--- src/usbeic_pkg.sv ---
// package for the usb event interrupt controller: register map, field layout, timing counts
// assumes an apb slave on pclk at 100 mhz with 32-bit data
package usbeic_pkg;

  // ---------------------------------------------------------------
  // register indices (byte address is four times the index)
  // ---------------------------------------------------------------
  localparam logic [12:0] USBEIC_IDX_EVENT_ENABLE  = 13'h1ff3;
  localparam logic [12:0] USBEIC_IDX_EVENT_ACK     = 13'h1ff5;
  localparam logic [12:0] USBEIC_IDX_EVENT_MASK    = 13'h1ff6;
  localparam logic [12:0] USBEIC_IDX_EVENT_STATUS  = 13'h1ff7;
  localparam logic [12:0] USBEIC_IDX_SR_VISIBLE    = 13'h1ff8;
  localparam logic [12:0] USBEIC_IDX_SR_ENABLE     = 13'h1ff9;
  localparam logic [12:0] USBEIC_IDX_SR_STATUS     = 13'h1ffa;
  localparam logic [12:0] USBEIC_IDX_IRQ_STATUS    = 13'h1ffc;
  localparam logic [12:0] USBEIC_IDX_IRQ_ENABLE    = 13'h1ffd;
  localparam logic [12:0] USBEIC_IDX_IRQ_CLEAR     = 13'h1ffe;
  localparam int          USBEIC_ADDR_W            = 15;

  // ---------------------------------------------------------------
  // field layout and reset values
  // ---------------------------------------------------------------
  localparam logic [7:0]  USBEIC_EVENT_VALID_BITS  = 8'hdf;
  localparam int          USBEIC_BIT_BUS_RESET     = 3;
  localparam int          USBEIC_BIT_FRAME_START   = 7;
  localparam int          USBEIC_BIT_FRAME_END     = 6;
  localparam logic [7:0]  USBEIC_REG_RESET         = 8'h00;
  localparam logic [1:0]  USBEIC_IRQ_RESET         = 2'h0;

  // ---------------------------------------------------------------
  // timing
  // ---------------------------------------------------------------
  localparam int          USBEIC_CLK_MHZ           = 100;
  localparam int          USBEIC_BUS_RESET_MS      = 3;
  localparam int          USBEIC_BUS_RESET_CYC     = USBEIC_BUS_RESET_MS * 1000 * USBEIC_CLK_MHZ;
  localparam int          USBEIC_FRAME_END_LEAD    = 10;

  // ---------------------------------------------------------------
  // carriers
  // ---------------------------------------------------------------
  typedef struct packed {
    logic [7:0] frame_start_sync;
    logic [7:0] ep_event_sync;
    logic [7:0] sr_event_sync;
    logic [1:0] se0_sync;
  } usbeic_sync_type;

  typedef struct packed {
    logic                    psel;
    logic                    penable;
    logic                    pwrite;
    logic [USBEIC_ADDR_W-1:0] paddr;
    logic [31:0]             pwdata;
  } usbeic_apb_req_type;

  typedef struct packed {
    logic [7:0]  usb_enable;
    logic [7:0]  usb_mask;
    logic [7:0]  usb_status;
    logic [7:0]  sr_visible;
    logic [7:0]  sr_enable;
    logic [7:0]  sr_status;
    logic [1:0]  irq_status;
    logic [1:0]  irq_enable;
    logic [31:0] bus_reset_count;
    logic        se0_seen;
    logic        usb_logic_reset;
    logic        cpu_irq;
    logic        pready;
    logic        pslverr;
    logic [31:0] prdata;
  } usbeic_state_type;

endpackage

--- src/usbeic_top.sv ---
// usb event interrupt controller: usb event and suspend/resume status, enable, mask, ack
// assumes event inputs are one-cycle pulses from logic on pclk; se0 line comes from a pin
`timescale 1ns/1ps

module usbeic_top
  import usbeic_pkg::*;
#(
  parameter int BUS_RESET_CYC = USBEIC_BUS_RESET_CYC
) (
  // clock and reset
  input  wire logic                     pclk,
  input  wire logic                     presetn,
  // apb slave
  input  wire logic                     psel,
  input  wire logic                     penable,
  input  wire logic                     pwrite,
  input  wire logic [USBEIC_ADDR_W-1:0] paddr,
  input  wire logic [31:0]              pwdata,
  input  wire logic [3:0]               pstrb,
  output logic                          pready,
  output logic [31:0]                   prdata,
  output logic                          pslverr,
  // usb hub/function events, one-cycle pulses on pclk
  input  wire logic                     sof_valid,
  input  wire logic                     frame_timer_end,
  input  wire logic [4:0]               ep_rx_out,
  input  wire logic [4:0]               ep_rx_setup,
  input  wire logic [4:0]               ep_tx_complete,
  input  wire logic                     remote_wakeup,
  input  wire logic                     resume_other_port,
  input  wire logic                     global_suspend,
  // external interrupt pin events, bit 0 is pin a
  input  wire logic [3:0]               ext_irq_event,
  // usb line single-ended zero, from a pin
  input  wire logic                     usb_se0,
  // outputs
  output logic                          cpu_irq,
  output logic                          usb_logic_reset
);

  // ---------------------------------------------------------------
  // state
  // ---------------------------------------------------------------
  usbeic_state_type st_reg;
  usbeic_state_type st_next;
  logic [1:0]       se0_sync_reg;

  // two-flop synchroniser on the se0 pin
  always_ff @(posedge pclk or negedge presetn) begin
    if (!presetn) begin
      se0_sync_reg <= 2'h0;
    end else begin
      se0_sync_reg <= {se0_sync_reg[0], usb_se0};
    end
  end

  // ---------------------------------------------------------------
  // decode and event gathering
  // ---------------------------------------------------------------
  logic [12:0] idx;
  logic        access;
  logic        wr;
  logic        rd;
  logic [7:0]  wdat;
  logic [7:0]  ep_set;
  logic [7:0]  usb_set;
  logic [7:0]  sr_set;
  logic        bus_reset_hit;
  logic        usb_pending;
  logic        sr_pending;

  assign idx    = paddr[USBEIC_ADDR_W-1:2];
  assign access = psel && penable;
  assign wr     = access && pwrite && pstrb[0];
  // reads decode in the setup cycle so prdata stands together with pready
  assign rd     = psel && !penable && !pwrite;
  assign wdat   = pwdata[7:0];

  // endpoint bits: ep0, ep1, ep2, hub ep0, ep3 at positions 0..4
  assign ep_set = {3'h0, ep_rx_out | ep_rx_setup | ep_tx_complete};
  assign usb_set = (ep_set
                   | ({7'h0, sof_valid} << USBEIC_BIT_FRAME_START)
                   | ({7'h0, frame_timer_end} << USBEIC_BIT_FRAME_END))
                   & USBEIC_EVENT_VALID_BITS;

  // fires once per se0 episode, in the cycle the count equals the limit minus one
  assign bus_reset_hit = st_reg.se0_seen && se0_sync_reg[1]
                         && (st_reg.bus_reset_count == 32'(BUS_RESET_CYC - 1));

  // pin events set bits 7..4 but never touch usb_logic_reset or wake logic
  assign sr_set = {ext_irq_event,
                   bus_reset_hit && st_reg.sr_enable[USBEIC_BIT_BUS_RESET]
                     && st_reg.sr_visible[USBEIC_BIT_BUS_RESET],
                   remote_wakeup,
                   resume_other_port,
                   global_suspend};

  assign usb_pending = |(st_reg.usb_status & st_reg.usb_enable & ~st_reg.usb_mask);
  assign sr_pending  = |(st_reg.sr_status & st_reg.sr_enable & st_reg.sr_visible);

  // ---------------------------------------------------------------
  // next state
  // ---------------------------------------------------------------
  always_comb begin
    st_next         = st_reg;
    st_next.pready  = 1'b0;
    st_next.pslverr = 1'b0;
    st_next.prdata  = 32'h0;
    st_next.usb_logic_reset = 1'b0;

    // se0 duration counter
    if (se0_sync_reg[1]) begin
      st_next.se0_seen = 1'b1;
      // saturates at the limit, one past the hit value, so a long se0 hits only once
      if (st_reg.bus_reset_count != 32'(BUS_RESET_CYC)) begin
        st_next.bus_reset_count = st_reg.bus_reset_count + 32'h1;
      end
    end else begin
      st_next.se0_seen        = 1'b0;
      st_next.bus_reset_count = 32'h0;
    end
    // usb-only reset pulse, once per se0 episode
    if (bus_reset_hit && st_reg.sr_enable[USBEIC_BIT_BUS_RESET]) begin
      st_next.usb_logic_reset = 1'b1;
    end

    // apb registers
    if (psel && !penable) begin
      st_next.pready = 1'b1;
      if (pwrite && idx != USBEIC_IDX_EVENT_ENABLE && idx != USBEIC_IDX_EVENT_MASK
          && idx != USBEIC_IDX_EVENT_ACK && idx != USBEIC_IDX_SR_VISIBLE
          && idx != USBEIC_IDX_SR_ENABLE && idx != USBEIC_IDX_SR_STATUS
          && idx != USBEIC_IDX_IRQ_ENABLE && idx != USBEIC_IDX_IRQ_CLEAR
          && idx != USBEIC_IDX_EVENT_STATUS && idx != USBEIC_IDX_IRQ_STATUS) begin
        st_next.pslverr = 1'b1;
      end
    end
    if (wr) begin
      if (idx == USBEIC_IDX_EVENT_ENABLE) begin
        st_next.usb_enable = wdat & USBEIC_EVENT_VALID_BITS;
      end else if (idx == USBEIC_IDX_EVENT_MASK) begin
        st_next.usb_mask = wdat & USBEIC_EVENT_VALID_BITS;
      end else if (idx == USBEIC_IDX_EVENT_ACK) begin
        st_next.usb_status = st_reg.usb_status & ~wdat;
      end else if (idx == USBEIC_IDX_SR_VISIBLE) begin
        st_next.sr_visible = wdat;
      end else if (idx == USBEIC_IDX_SR_ENABLE) begin
        st_next.sr_enable = wdat;
      end else if (idx == USBEIC_IDX_SR_STATUS) begin
        st_next.sr_status = st_reg.sr_status & wdat;
      end else if (idx == USBEIC_IDX_IRQ_ENABLE) begin
        st_next.irq_enable = wdat[1:0];
      end else if (idx == USBEIC_IDX_IRQ_CLEAR) begin
        st_next.irq_status = st_reg.irq_status & ~wdat[1:0];
      end
    end
    if (rd) begin
      if (idx == USBEIC_IDX_EVENT_ENABLE) begin
        st_next.prdata = {24'h0, st_reg.usb_enable};
      end else if (idx == USBEIC_IDX_EVENT_MASK) begin
        st_next.prdata = {24'h0, st_reg.usb_mask};
      end else if (idx == USBEIC_IDX_EVENT_STATUS) begin
        st_next.prdata = {24'h0, st_reg.usb_status};
      end else if (idx == USBEIC_IDX_SR_ENABLE) begin
        st_next.prdata = {24'h0, st_reg.sr_enable};
      end else if (idx == USBEIC_IDX_SR_STATUS) begin
        st_next.prdata = {24'h0, st_reg.sr_status};
      end else if (idx == USBEIC_IDX_IRQ_STATUS) begin
        st_next.prdata = {30'h0, st_reg.irq_status};
      end else if (idx == USBEIC_IDX_IRQ_ENABLE) begin
        st_next.prdata = {30'h0, st_reg.irq_enable};
      end else if (idx != USBEIC_IDX_EVENT_ACK && idx != USBEIC_IDX_SR_VISIBLE
                   && idx != USBEIC_IDX_IRQ_CLEAR) begin
        st_next.pslverr = 1'b1;
      end
    end

    // hardware sets win over software clears
    st_next.usb_status = st_next.usb_status | usb_set;
    st_next.sr_status  = st_next.sr_status | sr_set;
    st_next.irq_status = st_next.irq_status | {sr_pending, usb_pending};

    st_next.cpu_irq = |(st_next.irq_status & st_next.irq_enable);
  end

  always_ff @(posedge pclk or negedge presetn) begin
    if (!presetn) begin
      st_reg <= '0;
    end else begin
      st_reg <= st_next;
    end
  end

  assign pready          = st_reg.pready;
  assign prdata          = st_reg.prdata;
  assign pslverr         = st_reg.pslverr;
  assign cpu_irq         = st_reg.cpu_irq;
  assign usb_logic_reset = st_reg.usb_logic_reset;
endmodule // usbeic_top

--- config.mk ---
export PLATFORM = sky130hd
export DESIGN_NAME = usbeic_top
export DESIGN_NICKNAME = d
export VERILOG_FILES = /design/src/usbeic_pkg.sv /design/src/usbeic_top.sv
export SDC_FILE = /design/constraint.sdc
export NUM_CORES = 1
export LEC_CHECK = 0
export ABC_CLOCK_PERIOD_IN_PS = 2800
export BUFFER_PORTS_ARGS = -buffer_cell sky130_fd_sc_hd__buf_2
export CORE_UTILIZATION = 36
export CTS_CLUSTER_DIAMETER = 120
export DETAILED_ROUTE_END_ITERATION = 6
export GPL_ROUTABILITY_DRIVEN = 0
export SYNTH_ARGS = -nofsm -noshare
export SYNTH_HDL_FRONTEND = slang
export SYNTH_SLANG_ARGS = --single-unit
--- constraint.sdc ---
create_clock -name pclk -period 2.8 [get_ports pclk]
set_clock_uncertainty 0.2 [all_clocks]
set_input_delay 0.28 -clock pclk [delete_from_list [all_inputs] [get_ports pclk]]
set_output_delay 0.28 -clock pclk [all_outputs]
set_load 0.005 [all_outputs]
### Word level (Yosys, flattened, before mapping)

Cells that the tools add are included.

* output and inout bits: 36
* logic and storage cells: 127
* flip-flop bits (word level): 121
* input bits: 81

* bitwise gates (word level): 22
* reduce and logical (&&, ||, !) cells: 30
* multiplexer cells: 35
* equality and inequality tests: 23
* add/sub/neg operators: 1

Operator list (count)
* $eq 13x13->1 const B: 10
* $ne 13x13->1 const B: 10
* $mux 36: 3
* $mux 8: 9
* $mux 33: 2
* $and 8x8->8: 6
* $add 32x1->32 const B: 1
* $eq 32x19->1 const B: 1
* $mux 32: 1
* $ne 32x19->1 const B: 1
* $mux 28: 1
* $logic_and 1x1->1: 21
* $mux 20: 1
* $not 8->8: 2
* $or 8x8->8: 2
* $reduce_or 8->1: 2
* $mux 12: 1
* $mux 2: 6
* $mux 1: 10
* $or 5x5->5: 2
* $or 5x8->8: 1
* $or 8x7->8: 1
* $reduce_and 6->1: 1
* $reduce_and 5->1: 1
* 10 further kinds: 15

### Logic depth before layout (Yosys ltp)

* word-level depth: 22
* gate-level depth with buffers: 8
* mapped depth without buffers: 6

### Worst setup path after synthesis

Ideal clock, no wire load.

* path kind: reg2reg
* start: register st_reg[37] (netlist bit)
* end: register st_reg[59] (netlist bit)
* library setup time: 0.119 ns
* clock period less this slack: 1.988 ns
* arrival time: 1.669 ns
* stages on the path, launching flop included: 8
* setup slack: 0.812 ns
* cell sequence: dfrtp_1 > ha_1 > and4_1 > clkbuf_1 > nand4_1 > nor4_1 > xor2_1 > and2_1

* cells in the longest elaborated chain, start to end: 3
* elaborated cells between the ends (all ways): 5

Ends and longest elaborated chain
* start: declaration: RTL line usbeic_top.sv:44 `usbeic_state_type st_reg;`
* start signal: assignment: RTL line usbeic_top.sv:190 `st_reg <= st_next;`
* $add 32x1->32: RTL line usbeic_top.sv:116 `st_next.bus_reset_count = st_reg.bus_reset_count + 32'h1;`
* $mux 32: RTL line usbeic_top.sv:115 `if (st_reg.bus_reset_count != 32'(BUS_RESET_CYC)) begin`
* $mux 33: RTL line usbeic_top.sv:112 `if (se0_sync_reg[1]) begin`

Parallel ways exist; a longest one is shown, timed or not. The select of a mux whose other input is x is not followed.
A chain may end at the register's enable or synchronous reset.

==> metrics.md <==
| Metric | Value |
|---|---|
| Post-synthesis cell count | about 480 |
| I/O pins | around 120 |
| H-tree levels | 3 |
| EDFF count, synth | 0 |
| 1st-iter DRT viols | around 320 |
| Power density cells | 464 nW/um^2 |
| Netlist cell types | 55 |
| DP Worst Slack | 368 ps |
| FMAX | 383 MHz |
| Rows | 42 |
| Pre-antenna DRT Iters | 4 |
| RSZ-0062 raised after global routing | false |
| Post-synthesis sequential area ratio | 0.482 |
| Antenna diodes | 0 |
| Fin util | 0.440 |
| Starting Density | 0.375 |
| Leak | about 0.0026 uW |
| Die H | 120 um |
| Final-report setup violation count | 0 |
| P_sw | about 640 uW |
| Filler Cell Count | 1,316 |
| Multi-input logic area | ~2400 um^2 |
| Setup tns final | 0 ps |
| Ys Warns | 0 |
| Num CTS Buffers | 9 |
| Fin. Hold Viols | 0 |
| Nets | 644 |
| Routed wire length | 11,300 um |
| Die width | 120 um |
| # DRC | 0 |
| Clock Path Buffers | 2 |
| Sw Ratio | 0.234 |
| Worst slew pin tran | 635 ps |
| Reg-to-Reg End | st_reg[68] |
| Area grow syn2layout | 17.4% |
| # clock sinks | 97 |
| Sequential power share | 0.515 |
| WHS Path Cells | 3 |
| Synthesized area | 5040 um^2 |
| First-pass GRT wire length | around 19,000 um |
| Layout cells sized above 1 | 0.221 |
| Post-detail-place hpwl | around 8000 um |
| Via count | just under 4,000 |
| Reg2reg start | st_reg[39] |
| Final Max Tran Viols | 0 |
| Post-route clock period utilization | 0.933 |
| CP Capture Type | register |
| Drt via density | ~5.3 |
| Async set-or-reset flop fraction in the synthesized netlist | 1.00 |
| CTS tree | yes |
| Root buffer cell | clkbuf_16 |
| Fin Hold WS | 28.0 ps |
| Outcome | finished clean |
| Cell count of the worst reg-to-reg path | 5 |
| IO buf count | 63 |
| Wirelength per Cell | 15.2 um |
| Core Area | about 13,000 um^2 |
| Pint | 2100 uW |
| Max Cap Viol | 0 |
| Antenna Nets Post-Route | 0 |
| CTS resizes | 0 |
| Maximum vdd drop | 0.410 mV |
| Setup repair bufs after CTS | 0 |
| Clock-pin slew on the worst setup and hold paths | around 60 ps |
| Largest net degree at the start of global routing | between 90 and 100 |
| Worst setup path category | input pin to register |
| Min Clock Period, post-route | 2610 ps |
| Worst-path fanout max | 8 |
| Vias in the first global route | 3,729 |
| Total grt overflow | 0 |
| Yosys reg bits | 97 |
| Die area | 14,500 um^2 |
| Ys flop type | dfrtp_1 |
| Clock Power Share | 0.420 |
| Mapped Avg Cell Area | about 10 um^2 |
| Rel. slew slack | 0.572 |
| Comb pwr share | 0.064 |
| CTS Hold Bufs | 22 |
| GRT Util Overall | 0.165 |
| Worst hold path type | input pin to register |
| Min-delay src | psel |
| Area of placed instances | 5420 um^2 |
| Final Worst Setup Slack | approximately 190 ps |
| Worst-Skew Late Latency | between 300 and 400 ps |
| Post-route cell area | roughly 5900 um^2 |
| Largest register FFs | 83 |
| Initial antenna violation count | 0 |
| WHS Endpoint | pready |
| Worst reg2reg setup slack | about 470 ps |
| Worst EP arrival | roughly 2600 ps |
| Reg area | 2430 um^2 |
| Worst Path Required | 2830 ps |
| Startpoint types | input pin |
## stage by stage
stage               std cells  power (uW)
floorplan                 505        1530
global placement          704        1600
detailed placement        704        1600
CTS                       741        2780
global route              741        2860
finish                    741        2750
## per-layer routing
metal | vias to the layer above | part of all wire | global-route usage
met4 | 0 | 0.020 | 0.0617
met1 | 1914 | 0.46 | 0.214
met2 | 117 | 0.47 | 0.265
met3 | 18 | 0.051 | 0.0415
li1 | 1845 | - | -
met5 | - | 0 | 0
## logic make-up (layout without fill, tap and decap cells)
family / count (synthesis) / after routing / synth area share
buffers and inverters: 53 / 113 / 0.0641
AO/OA/AOI/OAI: 71 / 71 / 0.0954
XOR/XNOR: 23 / 23 / 0.0400
other: 1 / 24 / 0.000744
adder cells (fa/ha/maj): 3 / 3 / 0.00695
flip-flops: 97 / 97 / 0.482
multiplexers: 35 / 35 / 0.0775
AND/OR/NAND/NOR: 199 / 199 / 0.234
## worst max-delay path, cell delays in order
cell and delay, ps:
buf_2 80, and4_1 290, nand3_2 230, nor4_4 640, nand2_1 130, a2111o_1 420, dlygate4sd3_1 570
## cells in the mapped netlist (8+ instances only)
library cell | number | share of area
a21boi_0 | 8 | 0.012
a21oi_1 | 14 | 0.014
and2_1 | 22 | 0.027
buf_4 | 32 | 0.048
clkbuf_1 | 9 | 0.0067
dfrtp_1 | 97 | 0.48
inv_1 | 8 | 0.0060
mux2_2 | 32 | 0.072
nand2_1 | 40 | 0.030
nand2b_1 | 13 | 0.016
nand3_1 | 17 | 0.017
nand4_1 | 17 | 0.021
nor2_1 | 18 | 0.013
nor2b_1 | 8 | 0.0099
nor3_1 | 14 | 0.014
nor4_1 | 8 | 0.0099
o21ai_0 | 18 | 0.018
or3_1 | 8 | 0.0099
xnor2_1 | 12 | 0.021
xor2_1 | 11 | 0.019
## cell type report
cell class	count	share of cell area
flip-flops and latches	97	0.410
repair buffers	90	0.0994
clock buffers	11	0.0410
multi-input cells	355	0.402
well taps	176	0.0372
inverters	8	0.00508
clock inverters	4	0.00508
## cell usage in the layout (no fill, tap or decap), types with 5 or more instances in the layout
cell type,instances
nor4_1,8
and4_1,7
nand2_1,40
inv_1,8
nand2b_1,13
mux2_2,32
nor2_1,18
o221ai_1,7
nor3_1,14
nand3_1,17
xnor2_1,12
nor2b_1,8
or3_1,8
dfrtp_1,97
a21oi_1,14
and2_1,22
o21ai_0,18
xor2_1,11
buf_2,62
nand4_1,17
clkbuf_16,9
dlygate4sd3_1,22
conb_1,24
and3_1,6
a2111o_1,5
buf_4,5
a21boi_0,8
## power groups by stage
stage	logic, uW	clock network (uW)	registers [uW]
2_1_floorplan	86.4	0	1440
3_3_place_gp	158	0	1440
3_5_place_dp	160	0	1440
4_1_cts	179	1190	1410
5_1_grt	199	1240	1420
6_report	177	1150	1420
## how the worst max path moves through the flow
stage | startpoint | to | cells after the start
after floorplan | st_reg[37] | st_reg[59] | 7
after global placement | paddr[7] | st_reg[101] | 6
after detailed placement | paddr[7] | st_reg[98] | 6
after CTS | paddr[7] | st_reg[98] | 7
after global routing | paddr[7] | st_reg[97] | 7
final | paddr[7] | st_reg[97] | 7
No activity file was read; power rests on OpenSTA's default activity.
